==> src/verilog/mfp_pkg.sv <==
/*
  Constants shared by the motor fault protection monitor: register offsets,
  field positions, reset values, timing counts and the alarm state type.
  Assumes a 50 MHz system clock and a 16-bit register port.
*/
`default_nettype none

package mfp_pkg;

  // clock and timing, figures in their own units first
  localparam int CLK_PERIOD_NS   = 20;
  localparam int HALF_SEC_MS     = 500;
  localparam int HALF_SEC_CYCLES = HALF_SEC_MS * 1000000 / CLK_PERIOD_NS;
  localparam int ALARM_SLOT_MS   = 100;
  localparam int ALARM_SLOT_CYCLES =
    ALARM_SLOT_MS * 1000000 / CLK_PERIOD_NS;
  localparam logic [3:0] ALARM_GAP_SLOTS = 4'h8;

  // register offsets on the 8-bit address port
  localparam logic [7:0] ADDR_FAULT_STATUS   = 8'h53;
  localparam logic [7:0] ADDR_RETRY_CTRL     = 8'h54;
  localparam logic [7:0] ADDR_OVL_LOCK_CTRL  = 8'h55;
  localparam logic [7:0] ADDR_BUS_V_LIMIT    = 8'h56;
  localparam logic [7:0] ADDR_OC_THRESH      = 8'h5A;
  localparam logic [7:0] ADDR_UV_THRESH      = 8'h5B;
  localparam logic [7:0] ADDR_OT_THRESH      = 8'h6B;
  localparam logic [7:0] ADDR_PROT_CTRL      = 8'h70;
  localparam logic [7:0] ADDR_PROT_STATE     = 8'h71;
  localparam logic [7:0] ADDR_COMMAND        = 8'h72;
  localparam logic [15:0] CMD_CLEAR_FAULT    = 16'h0000;

  // fault status bit positions
  localparam int FAULT_BITS     = 7;
  localparam int FS_UNDERVOLT   = 6;
  localparam int FS_OVERTEMP    = 5;
  localparam int FS_OVERLOAD    = 4;
  localparam int FS_LOCK        = 3;
  localparam int FS_OVERCURRENT = 2;
  localparam int FS_DRIVER      = 1;
  localparam int FS_MEMORY      = 0;

  // control field positions
  localparam int RETRY_EN_BIT     = 4;
  localparam int RETRY_TIME_LSB   = 0;
  localparam int OVERLOAD_EN_BIT  = 12;
  localparam int OVERLOAD_TIME_LSB = 8;
  localparam int LOCK_EN_BIT      = 4;
  localparam int LOCK_TIME_LSB    = 0;
  localparam int CEILING_EN_BIT   = 0;
  localparam int UV_EN_BIT        = 0;

  // reset values
  localparam logic [4:0]  RST_RETRY_CTRL = 5'h02;
  localparam logic [15:0] RST_OVL_LOCK   = 16'h0000;
  localparam logic [15:0] RST_BUS_V_LIM  = 16'h0000;
  localparam logic [9:0]  RST_OC_THRESH  = 10'h3FF;
  localparam logic [15:0] RST_UV_THRESH  = 16'h0000;
  localparam logic [15:0] RST_OT_THRESH  = 16'h0055;
  localparam logic        RST_UV_ENABLE  = 1'b0;

  // rotor-lock limits: speed in rpm, angle 1 LSB = 360/65536 degree
  localparam logic [15:0] LOCK_MIN_SPEED_RPM = 16'h0014;
  localparam int LOCK_ANGLE_DEG = 5;
  localparam logic [15:0] LOCK_ANGLE_LSB =
    16'((LOCK_ANGLE_DEG * 65536 + 359) / 360);

  // overload trips above 3/4 of the torque current limit
  localparam logic [13:0] OVL_RATIO_NUM = 14'h0003;
  localparam int          OVL_RATIO_SHIFT = 2;

  // alarm pulse counts per fault type
  localparam logic [2:0] ALARM_N_OVERCURRENT = 3'h3;
  localparam logic [2:0] ALARM_N_LOCK        = 3'h4;
  localparam logic [2:0] ALARM_N_OVERLOAD    = 3'h5;
  localparam logic [2:0] ALARM_N_OVERTEMP    = 3'h6;

  typedef enum logic [1:0] {
    MFP_AL_IDLE,
    MFP_AL_HIGH,
    MFP_AL_LOW,
    MFP_AL_GAP
  } mfp_alarm_state_t;

endpackage

`default_nettype wire

==> src/verilog/mfp_alarm_if.sv <==
/*
  Interface between the fault monitor and its alarm pulse generator.
  Assumes both ends run on the same clock.
*/
`timescale 1ns/1ps
`default_nettype none

interface mfp_alarm_if;
  logic       start;
  logic [2:0] count;
  logic       busy;

  modport ctrl (output start, output count, input busy);
  modport gen  (input start, input count, output busy);
endinterface

`default_nettype wire

==> src/verilog/mfp_monitor.sv <==
/*
  Motor fault protection monitor: watches bus voltage, rotor motion,
  phase current, torque current and temperature, latches fault flags,
  gates the power stage and reports the type of a lock, overload, overcurrent or over-temperature fault on the alarm pin.
  Assumes measurements arrive from logic on clk as unsigned magnitudes;
  the driver and memory fault pins are asynchronous and synchronised here.
*/
// Implementation choice: strobed register access.
`timescale 1ns/1ps
`default_nettype none

module mfp_monitor #(
  parameter int unsigned HALF_SEC_CYCLES   = mfp_pkg::HALF_SEC_CYCLES,
  parameter int unsigned ALARM_SLOT_CYCLES = mfp_pkg::ALARM_SLOT_CYCLES
) (
  input  wire logic        clk,
  input  wire logic        rst_b,
  input  wire logic [7:0]  reg_addr,
  input  wire logic [15:0] reg_wdata,
  input  wire logic        reg_wr,
  input  wire logic        reg_rd,
  output logic      [15:0] reg_rdata,
  input  wire logic [15:0] bus_voltage,
  input  wire logic        speed_mode,
  input  wire logic        position_mode,
  input  wire logic [15:0] commanded_speed_rpm,
  input  wire logic        target_reached,
  input  wire logic [15:0] shaft_angle,
  input  wire logic [9:0]  phase_current,
  input  wire logic [11:0] torque_current,
  input  wire logic [11:0] torque_current_limit,
  input  wire logic [15:0] temperature,
  input  wire logic        driver_fault_input_b,
  input  wire logic        memory_fault_input,
  output logic             power_stage_enable,
  output logic             alarm_pin,
  output logic      [14:0] bus_voltage_ceiling,
  output logic             bus_voltage_ceiling_enable
);

  // software-visible settings
  logic [4:0]  retry_ctrl;
  logic [15:0] ovl_lock_ctrl;
  logic [15:0] bus_voltage_limit;
  logic [9:0]  overcurrent_threshold_value;
  logic [15:0] undervoltage_threshold_value;
  logic [15:0] overtemp_threshold;
  logic        undervoltage_enable;

  // fault state
  logic [mfp_pkg::FAULT_BITS-1:0] fault_status;
  logic [mfp_pkg::FAULT_BITS-1:0] fault_set;
  logic [mfp_pkg::FAULT_BITS-1:0] next_fault_status;
  logic shutdown;
  logic next_shutdown;
  logic trip;
  logic clear_cmd;

  // pin synchronisers
  logic drv_meta_b, drv_sync_b;
  logic mem_meta, mem_sync;

  // decoded fields
  logic       retry_en;
  logic [3:0] retry_time;
  logic       overload_en;
  logic [3:0] overload_time;
  logic       lock_en;
  logic [3:0] lock_time;

  // timers: cycles within a half-second and half-seconds elapsed
  logic [31:0] lock_cyc, ovl_cyc, rty_cyc;
  logic [4:0]  lock_halves, rty_halves;
  logic [5:0]  ovl_halves;
  logic        half_end_lock, half_end_ovl, half_end_rty;
  logic        lock_run, lock_done, lock_hit;
  logic        ovl_run, ovl_done;
  logic        rty_run, rty_done;

  logic [15:0] lock_start_angle;
  logic [15:0] angle_delta;
  logic [15:0] angle_mag;
  logic [13:0] torque_scaled;
  logic [13:0] torque_limit_scaled;

  mfp_alarm_if alm ();

  assign retry_en      = retry_ctrl[mfp_pkg::RETRY_EN_BIT];
  assign retry_time    = retry_ctrl[mfp_pkg::RETRY_TIME_LSB +: 4];
  assign overload_en   = ovl_lock_ctrl[mfp_pkg::OVERLOAD_EN_BIT];
  assign overload_time = ovl_lock_ctrl[mfp_pkg::OVERLOAD_TIME_LSB +: 4];
  assign lock_en       = ovl_lock_ctrl[mfp_pkg::LOCK_EN_BIT];
  assign lock_time     = ovl_lock_ctrl[mfp_pkg::LOCK_TIME_LSB +: 4];

  assign clear_cmd = reg_wr && reg_addr == mfp_pkg::ADDR_COMMAND
                     && reg_wdata == mfp_pkg::CMD_CLEAR_FAULT;

  // ceiling value and enable are only held and passed on
  assign bus_voltage_ceiling        = bus_voltage_limit[15:1];
  assign bus_voltage_ceiling_enable =
    bus_voltage_limit[mfp_pkg::CEILING_EN_BIT];
  assign power_stage_enable = !shutdown;

  // two-flop synchronisers for the companion chip pins
  always_ff @(posedge clk or negedge rst_b) begin
    if (!rst_b) begin
      drv_meta_b <= 1'b1;
      drv_sync_b <= 1'b1;
      mem_meta   <= 1'b0;
      mem_sync   <= 1'b0;
    end else begin
      drv_meta_b <= driver_fault_input_b;
      drv_sync_b <= drv_meta_b;
      mem_meta   <= memory_fault_input;
      mem_sync   <= mem_meta;
    end
  end

  // register writes; the status and command offsets hold no storage
  always_ff @(posedge clk or negedge rst_b) begin
    if (!rst_b) begin
      retry_ctrl                   <= mfp_pkg::RST_RETRY_CTRL;
      ovl_lock_ctrl                <= mfp_pkg::RST_OVL_LOCK;
      bus_voltage_limit            <= mfp_pkg::RST_BUS_V_LIM;
      overcurrent_threshold_value  <= mfp_pkg::RST_OC_THRESH;
      undervoltage_threshold_value <= mfp_pkg::RST_UV_THRESH;
      overtemp_threshold           <= mfp_pkg::RST_OT_THRESH;
      undervoltage_enable          <= mfp_pkg::RST_UV_ENABLE;
    end else if (reg_wr) begin
      if (reg_addr == mfp_pkg::ADDR_RETRY_CTRL) begin
        retry_ctrl <= reg_wdata[4:0];
      end else if (reg_addr == mfp_pkg::ADDR_OVL_LOCK_CTRL) begin
        // reserved bits stay zero
        ovl_lock_ctrl <= reg_wdata & 16'h1F1F;
      end else if (reg_addr == mfp_pkg::ADDR_BUS_V_LIMIT) begin
        bus_voltage_limit <= reg_wdata;
      end else if (reg_addr == mfp_pkg::ADDR_OC_THRESH) begin
        overcurrent_threshold_value <= reg_wdata[9:0];
      end else if (reg_addr == mfp_pkg::ADDR_UV_THRESH) begin
        undervoltage_threshold_value <= reg_wdata;
      end else if (reg_addr == mfp_pkg::ADDR_OT_THRESH) begin
        overtemp_threshold <= reg_wdata;
      end else if (reg_addr == mfp_pkg::ADDR_PROT_CTRL) begin
        undervoltage_enable <= reg_wdata[mfp_pkg::UV_EN_BIT];
      end
    end
  end

  // read data stands only in the cycle after the strobe
  always_ff @(posedge clk or negedge rst_b) begin
    if (!rst_b) begin
      reg_rdata <= 16'h0000;
    end else if (!reg_rd) begin
      reg_rdata <= 16'h0000;
    end else if (reg_addr == mfp_pkg::ADDR_FAULT_STATUS) begin
      reg_rdata <= {9'h000, fault_status};
    end else if (reg_addr == mfp_pkg::ADDR_RETRY_CTRL) begin
      reg_rdata <= {11'h000, retry_ctrl};
    end else if (reg_addr == mfp_pkg::ADDR_OVL_LOCK_CTRL) begin
      reg_rdata <= ovl_lock_ctrl;
    end else if (reg_addr == mfp_pkg::ADDR_BUS_V_LIMIT) begin
      reg_rdata <= bus_voltage_limit;
    end else if (reg_addr == mfp_pkg::ADDR_OC_THRESH) begin
      reg_rdata <= {6'h00, overcurrent_threshold_value};
    end else if (reg_addr == mfp_pkg::ADDR_UV_THRESH) begin
      reg_rdata <= undervoltage_threshold_value;
    end else if (reg_addr == mfp_pkg::ADDR_OT_THRESH) begin
      reg_rdata <= overtemp_threshold;
    end else if (reg_addr == mfp_pkg::ADDR_PROT_CTRL) begin
      reg_rdata <= {15'h0000, undervoltage_enable};
    end else if (reg_addr == mfp_pkg::ADDR_PROT_STATE) begin
      reg_rdata <= {15'h0000, shutdown};
    end else begin
      reg_rdata <= 16'h0000; // command and unmapped offsets read zero
    end
  end

  // rotor-lock arming: only while driving and asked to move
  assign lock_run = lock_en && !shutdown
    && ((speed_mode
         && commanded_speed_rpm > mfp_pkg::LOCK_MIN_SPEED_RPM)
        || (position_mode && !target_reached));

  assign half_end_lock = (lock_cyc == 32'(HALF_SEC_CYCLES - 1));
  assign lock_done = (lock_halves == {1'b0, lock_time} + 5'h01);

  // a window restarts whenever it ends, so a turn slower than 5 degrees per window still trips
  always_ff @(posedge clk or negedge rst_b) begin
    if (!rst_b) begin
      lock_cyc    <= 32'h0000_0000;
      lock_halves <= 5'h00;
    end else if (!lock_run || lock_done) begin
      lock_cyc    <= 32'h0000_0000;
      lock_halves <= 5'h00;
    end else if (half_end_lock) begin
      lock_cyc    <= 32'h0000_0000;
      lock_halves <= lock_halves + 5'h01;
    end else begin
      lock_cyc <= lock_cyc + 32'h0000_0001;
    end
  end

  // reference angle captured at every window start
  always_ff @(posedge clk or negedge rst_b) begin
    if (!rst_b) begin
      lock_start_angle <= 16'h0000;
    end else if (!lock_run || lock_done) begin
      lock_start_angle <= shaft_angle;
    end
  end

  // wrap-safe angular distance, in either direction
  assign angle_delta = shaft_angle - lock_start_angle;
  assign angle_mag   = angle_delta[15] ? 16'(-angle_delta) : angle_delta;
  assign lock_hit    = lock_run && lock_done
                       && angle_mag < mfp_pkg::LOCK_ANGLE_LSB;

  // overload: 4*iq against 3*limit avoids a divider
  assign torque_scaled = {torque_current, 2'b00};
  assign torque_limit_scaled =
    14'(torque_current_limit) * mfp_pkg::OVL_RATIO_NUM;
  assign ovl_run = overload_en && !shutdown
                   && torque_scaled > torque_limit_scaled;
  assign half_end_ovl = (ovl_cyc == 32'(HALF_SEC_CYCLES - 1));
  assign ovl_done =
    (ovl_halves == {5'(overload_time) + 5'h01, 1'b0});

  // any dip below the limit restarts the whole window
  always_ff @(posedge clk or negedge rst_b) begin
    if (!rst_b) begin
      ovl_cyc    <= 32'h0000_0000;
      ovl_halves <= 6'h00;
    end else if (!ovl_run || ovl_done) begin
      ovl_cyc    <= 32'h0000_0000;
      ovl_halves <= 6'h00;
    end else if (half_end_ovl) begin
      ovl_cyc    <= 32'h0000_0000;
      ovl_halves <= ovl_halves + 6'h01;
    end else begin
      ovl_cyc <= ovl_cyc + 32'h0000_0001;
    end
  end

  // auto-retry timer runs only while shut down with retry enabled
  assign rty_run      = shutdown && retry_en;
  assign half_end_rty = (rty_cyc == 32'(HALF_SEC_CYCLES - 1));
  assign rty_done     = (rty_halves == {1'b0, retry_time} + 5'h01);

  always_ff @(posedge clk or negedge rst_b) begin
    if (!rst_b) begin
      rty_cyc    <= 32'h0000_0000;
      rty_halves <= 5'h00;
    end else if (!rty_run || rty_done) begin
      rty_cyc    <= 32'h0000_0000;
      rty_halves <= 5'h00;
    end else if (half_end_rty) begin
      rty_cyc    <= 32'h0000_0000;
      rty_halves <= rty_halves + 5'h01;
    end else begin
      rty_cyc <= rty_cyc + 32'h0000_0001;
    end
  end

  // fault detection, one set term per status bit
  always_comb begin
    fault_set = '0;
    fault_set[mfp_pkg::FS_UNDERVOLT] = undervoltage_enable
      && bus_voltage < undervoltage_threshold_value;
    fault_set[mfp_pkg::FS_OVERTEMP] =
      temperature > overtemp_threshold;
    fault_set[mfp_pkg::FS_OVERLOAD] = ovl_run && ovl_done;
    fault_set[mfp_pkg::FS_LOCK] = lock_hit;
    fault_set[mfp_pkg::FS_OVERCURRENT] =
      phase_current > overcurrent_threshold_value;
    fault_set[mfp_pkg::FS_DRIVER] = !drv_sync_b;
    fault_set[mfp_pkg::FS_MEMORY] = mem_sync;
  end

  // severe faults trip the stage; overtemp, undervoltage and memory faults only flag
  assign trip = fault_set[mfp_pkg::FS_OVERCURRENT]
             || fault_set[mfp_pkg::FS_OVERLOAD]
             || fault_set[mfp_pkg::FS_LOCK]
             || fault_set[mfp_pkg::FS_DRIVER];

  // a fault arriving with the clear still lands
  assign next_fault_status =
    (fault_status & ~{mfp_pkg::FAULT_BITS{clear_cmd}}) | fault_set;
  assign next_shutdown =
    trip || (shutdown && !clear_cmd && !rty_done);

  always_ff @(posedge clk or negedge rst_b) begin
    if (!rst_b) begin
      fault_status <= '0;
    end else begin
      fault_status <= next_fault_status;
    end
  end

  always_ff @(posedge clk or negedge rst_b) begin
    if (!rst_b) begin
      shutdown <= 1'b0;
    end else begin
      shutdown <= next_shutdown;
    end
  end

  // alarm burst request: highest-priority latched fault, repeated
  always_comb begin
    alm.start = !alm.busy;
    if (fault_status[mfp_pkg::FS_OVERCURRENT]) begin
      alm.count = mfp_pkg::ALARM_N_OVERCURRENT;
    end else if (fault_status[mfp_pkg::FS_LOCK]) begin
      alm.count = mfp_pkg::ALARM_N_LOCK;
    end else if (fault_status[mfp_pkg::FS_OVERLOAD]) begin
      alm.count = mfp_pkg::ALARM_N_OVERLOAD;
    end else if (fault_status[mfp_pkg::FS_OVERTEMP]) begin
      alm.count = mfp_pkg::ALARM_N_OVERTEMP;
    end else begin
      alm.count = 3'h0; // no start taken with a zero count
    end
  end

  mfp_alarm #(
    .SLOT_CYCLES (ALARM_SLOT_CYCLES)
  ) u_alarm (
    .clk       (clk),
    .rst_b     (rst_b),
    .alm       (alm.gen),
    .alarm_pin (alarm_pin)
  );

endmodule

`default_nettype wire

==> src/verilog/mfp_alarm.sv <==
/*
  Alarm pin pulse generator: plays a burst of count pulses, each one slot
  high and one slot low, then a quiet gap, and drops busy.
  Assumes start is a level from logic on the same clock, sampled only while idle.
*/
`timescale 1ns/1ps
`default_nettype none

module mfp_alarm #(
  parameter int unsigned SLOT_CYCLES = mfp_pkg::ALARM_SLOT_CYCLES
) (
  input  wire logic   clk,
  input  wire logic   rst_b,
  mfp_alarm_if.gen    alm,
  output logic        alarm_pin
);

  mfp_pkg::mfp_alarm_state_t state;
  logic [31:0] slot_cnt;
  logic [2:0]  pulses_left;
  logic [3:0]  gap_left;
  logic        slot_end;

  assign slot_end = (slot_cnt == 32'(SLOT_CYCLES - 1));
  assign alm.busy = (state != mfp_pkg::MFP_AL_IDLE);

  // slot timer restarts at every burst start and every slot end
  always_ff @(posedge clk or negedge rst_b) begin
    if (!rst_b) begin
      slot_cnt <= 32'h0000_0000;
    end else if (state == mfp_pkg::MFP_AL_IDLE || slot_end) begin
      slot_cnt <= 32'h0000_0000;
    end else begin
      slot_cnt <= slot_cnt + 32'h0000_0001;
    end
  end

  // burst sequencer; the gap keeps bursts apart so they can be counted
  always_ff @(posedge clk or negedge rst_b) begin
    if (!rst_b) begin
      state       <= mfp_pkg::MFP_AL_IDLE;
      pulses_left <= 3'h0;
      gap_left    <= 4'h0;
      alarm_pin   <= 1'b0;
    end else begin
      case (state)
        mfp_pkg::MFP_AL_IDLE: begin
          if (alm.start && alm.count != 3'h0) begin
            state       <= mfp_pkg::MFP_AL_HIGH;
            pulses_left <= alm.count;
            alarm_pin   <= 1'b1;
          end
        end
        mfp_pkg::MFP_AL_HIGH: begin
          if (slot_end) begin
            state       <= mfp_pkg::MFP_AL_LOW;
            pulses_left <= pulses_left - 3'h1;
            alarm_pin   <= 1'b0;
          end
        end
        mfp_pkg::MFP_AL_LOW: begin
          if (slot_end) begin
            if (pulses_left == 3'h0) begin
              state    <= mfp_pkg::MFP_AL_GAP;
              gap_left <= mfp_pkg::ALARM_GAP_SLOTS;
            end else begin
              state     <= mfp_pkg::MFP_AL_HIGH;
              alarm_pin <= 1'b1;
            end
          end
        end
        mfp_pkg::MFP_AL_GAP: begin
          if (slot_end) begin
            if (gap_left == 4'h1) begin
              state <= mfp_pkg::MFP_AL_IDLE;
            end
            gap_left <= gap_left - 4'h1;
          end
        end
        default: state <= mfp_pkg::MFP_AL_IDLE;
      endcase
    end
  end

endmodule

`default_nettype wire

==> config.mk <==
export PLATFORM = sky130hd
export DESIGN_NAME = mfp_monitor
export DESIGN_NICKNAME = d
export VERILOG_FILES = /design/src/verilog/mfp_pkg.sv /design/src/verilog/mfp_alarm_if.sv /design/src/verilog/mfp_monitor.sv /design/src/verilog/mfp_alarm.sv
export SDC_FILE = /design/constraint.sdc
export NUM_CORES = 1
export LEC_CHECK = 0
export CELL_PAD_IN_SITES_DETAIL_PLACEMENT = 1
export CELL_PAD_IN_SITES_GLOBAL_PLACEMENT = 2
export CORE_MARGIN = 3
export CORE_UTILIZATION = 42
export CTS_BUF_LIST = sky130_fd_sc_hd__clkbuf_8
export CTS_CLUSTER_SIZE = 40
export DETAILED_ROUTE_END_ITERATION = 8
export DONT_BUFFER_PORTS = 1
export HOLD_SLACK_MARGIN = 0.1
export PLACE_DENSITY_LB_ADDON = 0.1
export SYNTH_ARGS = -nofsm -noshare
export SYNTH_HDL_FRONTEND = slang
export SYNTH_HIERARCHICAL = 1
export SYNTH_SLANG_ARGS = --single-unit
==> constraint.sdc <==
create_clock -name clk -period 3.7 [get_ports clk]
set_input_delay 0.37 -clock clk [delete_from_list [all_inputs] [get_ports clk]]
set_output_delay 0.37 -clock clk [all_outputs]
set_load 0.01 [all_outputs]
==> impl_metrics.toml, run 1 <==
[final_layout]
layout_common_cells = "dfrtp_1, nor2_1, nand2_1"
fin_area_sq_um = 18500
drive_above_1_share_pct = 11.5
multi_input_area_sq_um = 9020
fin_cells = 2352
syn2layout_area_growth_pct = 12.4
nFillCells = 4356
final_common_cell = "dfrtp_1"
register_area_sq_um = 6830
nNetsFinal = 2025

[global_route]
grt_pass1_vias = 14000
grt_pass1_wl_microns = 75100
grtUsageTotal_pct = 22.1
grt_max_degree = 273
grt_remaining_overflow = 0
antenna_found_initial = 2

[synth]
synth.area.top_cells = "dfrtp_1, ha_1, nor2_1"
synth_ff_type = "dfrtp_1"
async_flop_share_pct = 100
synth_top_area_cell = "dfrtp_1"
synth_top_cell_area_share_pct = 38.8
ys_types = 94
ys_warn_count = 6
synth_area_sq_um = 16400
syn_nets = 1965
synth-edff-count = 0
ys_ff_latch = 272
syn_avg_cell_area_sq_um = 9.46
syn_inst = 1738
ys_seq_area_share_pct = 41.5

[floorplan]
initial_utilization_pct = 43.1
io_pins = 165
die-width_microns = 204
core-area_sq_um = 38100
rows = 71
die_area_sq_um = 41600
die_h_microns = 204

[timing]
tightest_slew_ns = 0.901
slew_headroom_pct = 39.8
finalMaxSlewViolations = 0
fin_worst_skew_ns = 0.0183
min_period_ns = 3.50
setup_viol = 0
fin_crit_sh_pct = 94.7
fmax_mhz = 286
holdWs_ns = -0.544
finalHoldViolations = 269
rsz0062_at_grt = "false"

[clocking]
cts_root_buffer = "clkbuf_8"
cts_tree = "yes"
clock_insertion_delay_worst_skew_ns = 0.62
cts_htree_levels = 2
cts_sinks = 272
cts_buffer_depth = 3
cts_buffers = 51
holdBufCountCts = 39
post_cts_buffers = 0
cts.clk_slew.worst_paths_ns = 0.06

[worst_setup_path]
critical_path_class = "in2reg"
critPathLaunchType = "input pin"
worstPathArrival_ns = 3.99
crit_required_ns = 4.19
crit_fanout = 32
path_cells = "and2_1, fa_1, a21o_1, a21oi_1, o21bai_1, a21oi_1, o21bai_1, a21oi_1, buf_4, xnor2_1, ha_1, a21o_1, a21o_1, a221o_1, a21oi_1, o21ai_2, nand3b_1, buf_12, nor2_1"
endpoint_kind = "register"
cp_num_buf_inv = 2
crit_family = "compound AO/OA/AOI/OAI gates"
slowest_delay_ns = 0.39
path_common_cell = "a21oi_1"
critPathSlowestCell = "fa_1"

[power_and_ir_drop]
peakVddDrop_uv = 325
total_power_uw = 7070
cellPowerDensity_nw_per_um2 = 383
leakagePower_uw = 0.00798

[place]
dp.cells = 2217
place_hpwl_microns = 31600
gp_congestion = 0.820
portBuffers = 0
place_area_sq_um = 17000

[job]
drv_cap = 0

[status]
violations = "hold timing"
status = "finished, violations left"

[routing]
postRouteWirelength_microns = 45200
drc_errors = 0
avgRoutedWirePerCell_microns = 19.2
drtIter0Drc = 517
first_pass_iters = 5
vias = 13100
ant_nets = 0
vias_per_cell = 5.58

[worst_hold_path]
min_path_type = "in2async"
-- cell type report --
cell class	count	area share, %
timing repair buffer	62	3.12
clock inverter	30	0.820
inverter	97	1.97
antenna	1	0.0135
sequential	272	37.0
tap	511	3.46
clock buffer	65	4.84
multi-input combinational	1314	48.8
-- metrics by stage --
step / setup WS, ns / hold WS (ns) / setup TNS [ns] / utilization [%]
after CTS: 0.235 / -0.598 / 0 / 48.5
after detailed placement: -0.420 / 0.0827 / -15.21 / 44.7
after global placement: -0.233 / 0.0832 / -8.11 / 44.7
after global routing: 0.0130 / -0.591 / 0 / 48.5
final: 0.197 / -0.544 / 0 / 48.5
after floorplan: 0.00300 / 0.0744 / 0 / -
-- state kept, by name (all words and copies together) (netlist names), 2 cells and up --
signal                        count
lock_cyc                         32
ovl_cyc                          32
rty_cyc                          32
u_alarm/slot_cnt                 32
bus_voltage_limit                16
lock_start_angle                 16
overtemp_threshold               16
reg_rdata                        16
undervoltage_threshold_value     16
overcurrent_threshold_value      10
ovl_lock_ctrl                    10
fault_status                      7
ovl_halves                        6
lock_halves                       5
retry_ctrl                        5
rty_halves                        5
u_alarm/gap_left                  4
u_alarm/pulses_left               3
u_alarm/state                     2
-- power by group --
part | internal [uW] | switching, uW | total [uW]
logic | 400 | 487 | 888
registers | 3090 | 112 | 3200
clock network | 1640 | 1340 | 2980
total | 5130 | 1940 | 7070
-- cells in the mapped netlist, types with 15 or more instances --
cell type / count
xnor2_1: 71
nand4_1: 42
nor3_1: 25
mux2i_1: 15
and2_1: 26
dfstp_2: 17
mux2_2: 59
nor4_1: 32
ha_1: 94
dfrtp_1: 255
a21o_1: 26
nor2b_1: 21
a21oi_1: 70
and3_1: 22
xor2_1: 82
o21ai_0: 60
nand2_1: 146
clkbuf_1: 39
nor2_1: 195
inv_1: 96
nand2b_1: 22
nand3_1: 71
a221oi_1: 15
-- path summary, 6_finish.rpt --
path | end | startpoint | cells after the start | slack (ns)
setup reg to reg | shutdown$_DFF_PN0_ | lock_start_angle[0]$_DFFE_PN0N_ | 12 | 0.48
hold / removal | lock_start_angle[6]$_DFFE_PN0N_ | rst_b | 0 | -0.54
max in group asynchronous | overtemp_threshold[14]$_DFFE_PN0P_ | rst_b | 0 | 3.62
min in group clk | fault_status[6]$_DFF_PN0_ | bus_voltage[12] | 4 | 0.15
hold reg to reg | mem_sync$_DFF_PN0_ | mem_meta$_DFF_PN0_ | 0 | 0.36
setup / recovery | ovl_cyc[29]$_DFF_PN0_ | torque_current_limit[0] | 19 | 0.20
-- routing by layer --
| layer | up-vias | share of wire (%) | GRT usage (%) |
|---|---|---|---|
| li1 | 6297 | - | - |
| met1 | 6546 | 47 | 30.1 |
| met2 | 220 | 46 | 35.8 |
| met3 | 59 | 5.5 | 5.37 |
| met4 | 2 | 1.8 | 5.58 |
| met5 | - | 0.015 | 0 |
-- cells by family (layout without fill, tap and decap cells) --
group | Yosys count | after routing | synth area share, %
flip-flops | 272 | 272 | 41.5
buffers and inverters | 152 | 254 | 3.77
multiplexers | 74 | 74 | 4.95
AND/OR/NAND/NOR | 686 | 686 | 21.2
XOR/XNOR | 154 | 154 | 8.25
adder cells (fa/ha/maj) | 97 | 97 | 7.46
other | 0 | 1 | 0
AO/OA/AOI/OAI | 303 | 303 | 12.9
-- what timing repair did --
action,4_1_cts,5_1_grt
hold endpoints to repair,381,272
gates resized for setup,0,1
setup endpoints to repair,0,32
Power figures use the tool's default switching activity.
==> inputs of run 2 (changes only) <==
==> config.mk (replaced) <==
export PLATFORM = sky130hd
export DESIGN_NAME = mfp_monitor
export DESIGN_NICKNAME = d
export VERILOG_FILES = /design/src/verilog/mfp_pkg.sv /design/src/verilog/mfp_alarm_if.sv /design/src/verilog/mfp_monitor.sv /design/src/verilog/mfp_alarm.sv
export SDC_FILE = /design/constraint.sdc
export NUM_CORES = 1
export LEC_CHECK = 0
export CORE_MARGIN = 3
export CORE_UTILIZATION = 45
export CTS_BUF_LIST = sky130_fd_sc_hd__clkbuf_8
export CTS_CLUSTER_SIZE = 40
export DETAILED_ROUTE_END_ITERATION = 8
export DONT_BUFFER_PORTS = 1
export HOLD_SLACK_MARGIN = 0.1
export SYNTH_ARGS = -nofsm -noshare
export SYNTH_HDL_FRONTEND = slang
export SYNTH_SLANG_ARGS = --single-unit
==> run 2 against run 1 <==
Compared with the run above:
- the flow still finishes with violations (hold timing)
- first-iteration DRC count up 19%
- clock skew up 0.0089 ns
- synthesized cell count down 3.9%
- largest cell class unchanged
- largest power group unchanged
- core utilization up 3.1 points
- combinational power up 7.5%
- critical path type is now reg2reg
==> impl_metrics.toml, run 2 <==
[floorplan]
core-area_sq_um = 34700
rows = 68
die-width_microns = 194
initial_utilization_pct = 45.8
io_pins = 165
die_area_sq_um = 37600
die_h_microns = 194

[synth]
async_flop_share_pct = 100
ys_ff_latch = 272
syn_nets = 1898
syn_avg_cell_area_sq_um = 9.51
ys_top_cells_by_count = "dfrtp_1, nor2_1, nand2_1"
synth_area_sq_um = 15900
ys_seq_area_share_pct = 43.0
synth-edff-count = 0
synth_top_cell_area_share_pct = 40.1
ys_types = 85
synth.area.top_cells = "dfrtp_1, ha_1, xor2_1"
synth_ff_type = "dfrtp_1"
synth_top_area_cell = "dfrtp_1"
ys_warn_count = 0
yosysMostFrequentCell = "dfrtp_1"
syn_inst = 1671

[worst_setup_path]
critPathLaunchType = "register"
crit_fanout = 5
worstPathArrival_ns = 3.86
crit_required_ns = 4.23
critical_path_class = "reg2reg"
endpoint_kind = "register"

[global_route]
grt_pass1_vias = 12300
grtUsageTotal_pct = 21.6
grtUsageMet1_pct = 29.4
antenna_found_initial = 3
grt_pass1_wl_microns = 66300
grt_max_degree = 273
gr-usage-met3_pct = 5.77
grt.busiest_layer = "met2"
use_met2_pct = 34.2
grt_remaining_overflow = 0

[routing]
vias_per_cell = 5.59
drtIter0Drc = 613
drc_errors = 0
ant_nets = 0
vias = 12500
postRouteWirelength_microns = 41100
first_pass_iters = 7
avgRoutedWirePerCell_microns = 18.4

[timing]
finalMaxSlewViolations = 0
setup-tns-final_ns = 0
fin_worst_skew_ns = 0.0272
min_period_ns = 3.33
slew_headroom_pct = 28.1
rsz0062_at_grt = "false"
holdWs_ns = -0.550
fin_crit_sh_pct = 90.1
finalHoldViolations = 255
tightest_slew_ns = 1.07
fmax_mhz = 300
timing.final.ws_setup_ns = 0.368
setup_viol = 0

[clocking]
clock_insertion_delay_worst_skew_ns = 0.61
cts_buffer_depth = 3
cts.clk_slew.worst_paths_ns = 0.06
cts_sinks = 272
cts_resized = 0
cts_htree_levels = 2
cts_root_buffer = "clkbuf_8"
cts_tree = "yes"
holdBufCountCts = 40
cts_buffers = 50
post_cts_buffers = 0

[final_layout]
nNetsFinal = 1962
syn2layout_area_growth_pct = 12.6
drive_above_1_share_pct = 10.9
final_util_pct = 51.6
layout_common_cells = "dfrtp_1, nor2_1, nand2_1"
nFillCells = 3272
final_common_cell = "dfrtp_1"

[power_and_ir_drop]
peakVddDrop_uv = 309
leakagePower_uw = 0.00809
cellPowerDensity_nw_per_um2 = 400
total_power_uw = 7160

[place]
place_ws_ns = -0.103
portBuffers = 0
place_hpwl_microns = 28900
gp_congestion = 0.842

[status]
status = "finished, violations left"
violations = "hold timing"

[worst_hold_path]
min_path_type = "in2async"

[job]
drv_cap = 0
run 2: metrics by stage:
step | instance area (sq um) | instances
2_1_floorplan | 15900 | 1671
3_3_place_gp | 16500 | 2098
3_5_place_dp | 16500 | 2098
4_1_cts | 17900 | 2232
5_1_grt | 17900 | 2233
6_report | 17900 | 2236
run 2: final timing paths:
check                      cells past startpoint                             from                              end  slack, ns
max                                           12  lock_start_angle[0]$_DFFE_PN0N_               shutdown$_DFF_PN0_       0.37
min                                            0                            rst_b  lock_start_angle[4]$_DFFE_PN0N_      -0.55
max reg2reg                                   12  lock_start_angle[0]$_DFFE_PN0N_               shutdown$_DFF_PN0_       0.37
min reg2reg                                    0               mem_meta$_DFF_PN0_               mem_sync$_DFF_PN0_       0.33
max in group asynchronous                      0                            rst_b             ovl_cyc[9]$_DFF_PN0_       3.49
min in group clk                               4                   bus_voltage[6]        fault_status[6]$_DFF_PN0_       0.15
run 2: routing by layer:
layer | vias to the layer above | part of all wire, %
li1 | 6072 | -
met1 | 6051 | 46
met2 | 317 | 45
met3 | 62 | 7.0
met4 | 4 | 2.2
met5 | - | 0.066
run 2: cells by family (layout without fill, tap and decap cells):
| family | count (synthesis) | in the layout | share of synthesized area, % |
|---|---|---|---|
| and+or+nand+nor | 653 | 653 | 20.5 |
| AOI/OAI and AO/OA | 300 | 300 | 12.8 |
| DFF | 272 | 272 | 43.0 |
| xor gates and xnor gates | 156 | 156 | 8.64 |
| buffers and inverters | 136 | 242 | 3.31 |
| adders and majority gates | 96 | 96 | 7.65 |
| muxes | 58 | 58 | 4.06 |
| other | 0 | 4 | 0 |
run 2: where the power goes:
part	internal (uW)	switching (uW)
clock	1620	1300
combinational	434	521
sequential	3120	149
total	5180	1970
run 2: final cells by class:
cell class | instances | area, sq um | share of cell area [%]
multi-input combinational | 1263 | 8560 | 47.8
sequential | 272 | 6830 | 38.2
clock buffer | 64 | 881 | 4.92
tap | 455 | 569 | 3.18
timing repair buffer | 60 | 563 | 3.15
inverter | 88 | 330 | 1.85
clock inverter | 30 | 154 | 0.860
antenna | 4 | 10.0 | 0.0559
run 2: worst max-delay path, cell delays in order, from the launching register on:
cell       delay, ns
dfrtp_1         0.34
ha_1            0.18
inv_1           0.06
fa_1            0.42
and3_1          0.17
or3_1           0.39
a221oi_2        0.45
o2111ai_1       0.17
a31oi_1         0.27
a2111oi_2       0.07
nor4_1          0.30
nand4_1         0.28
nand2_1         0.14
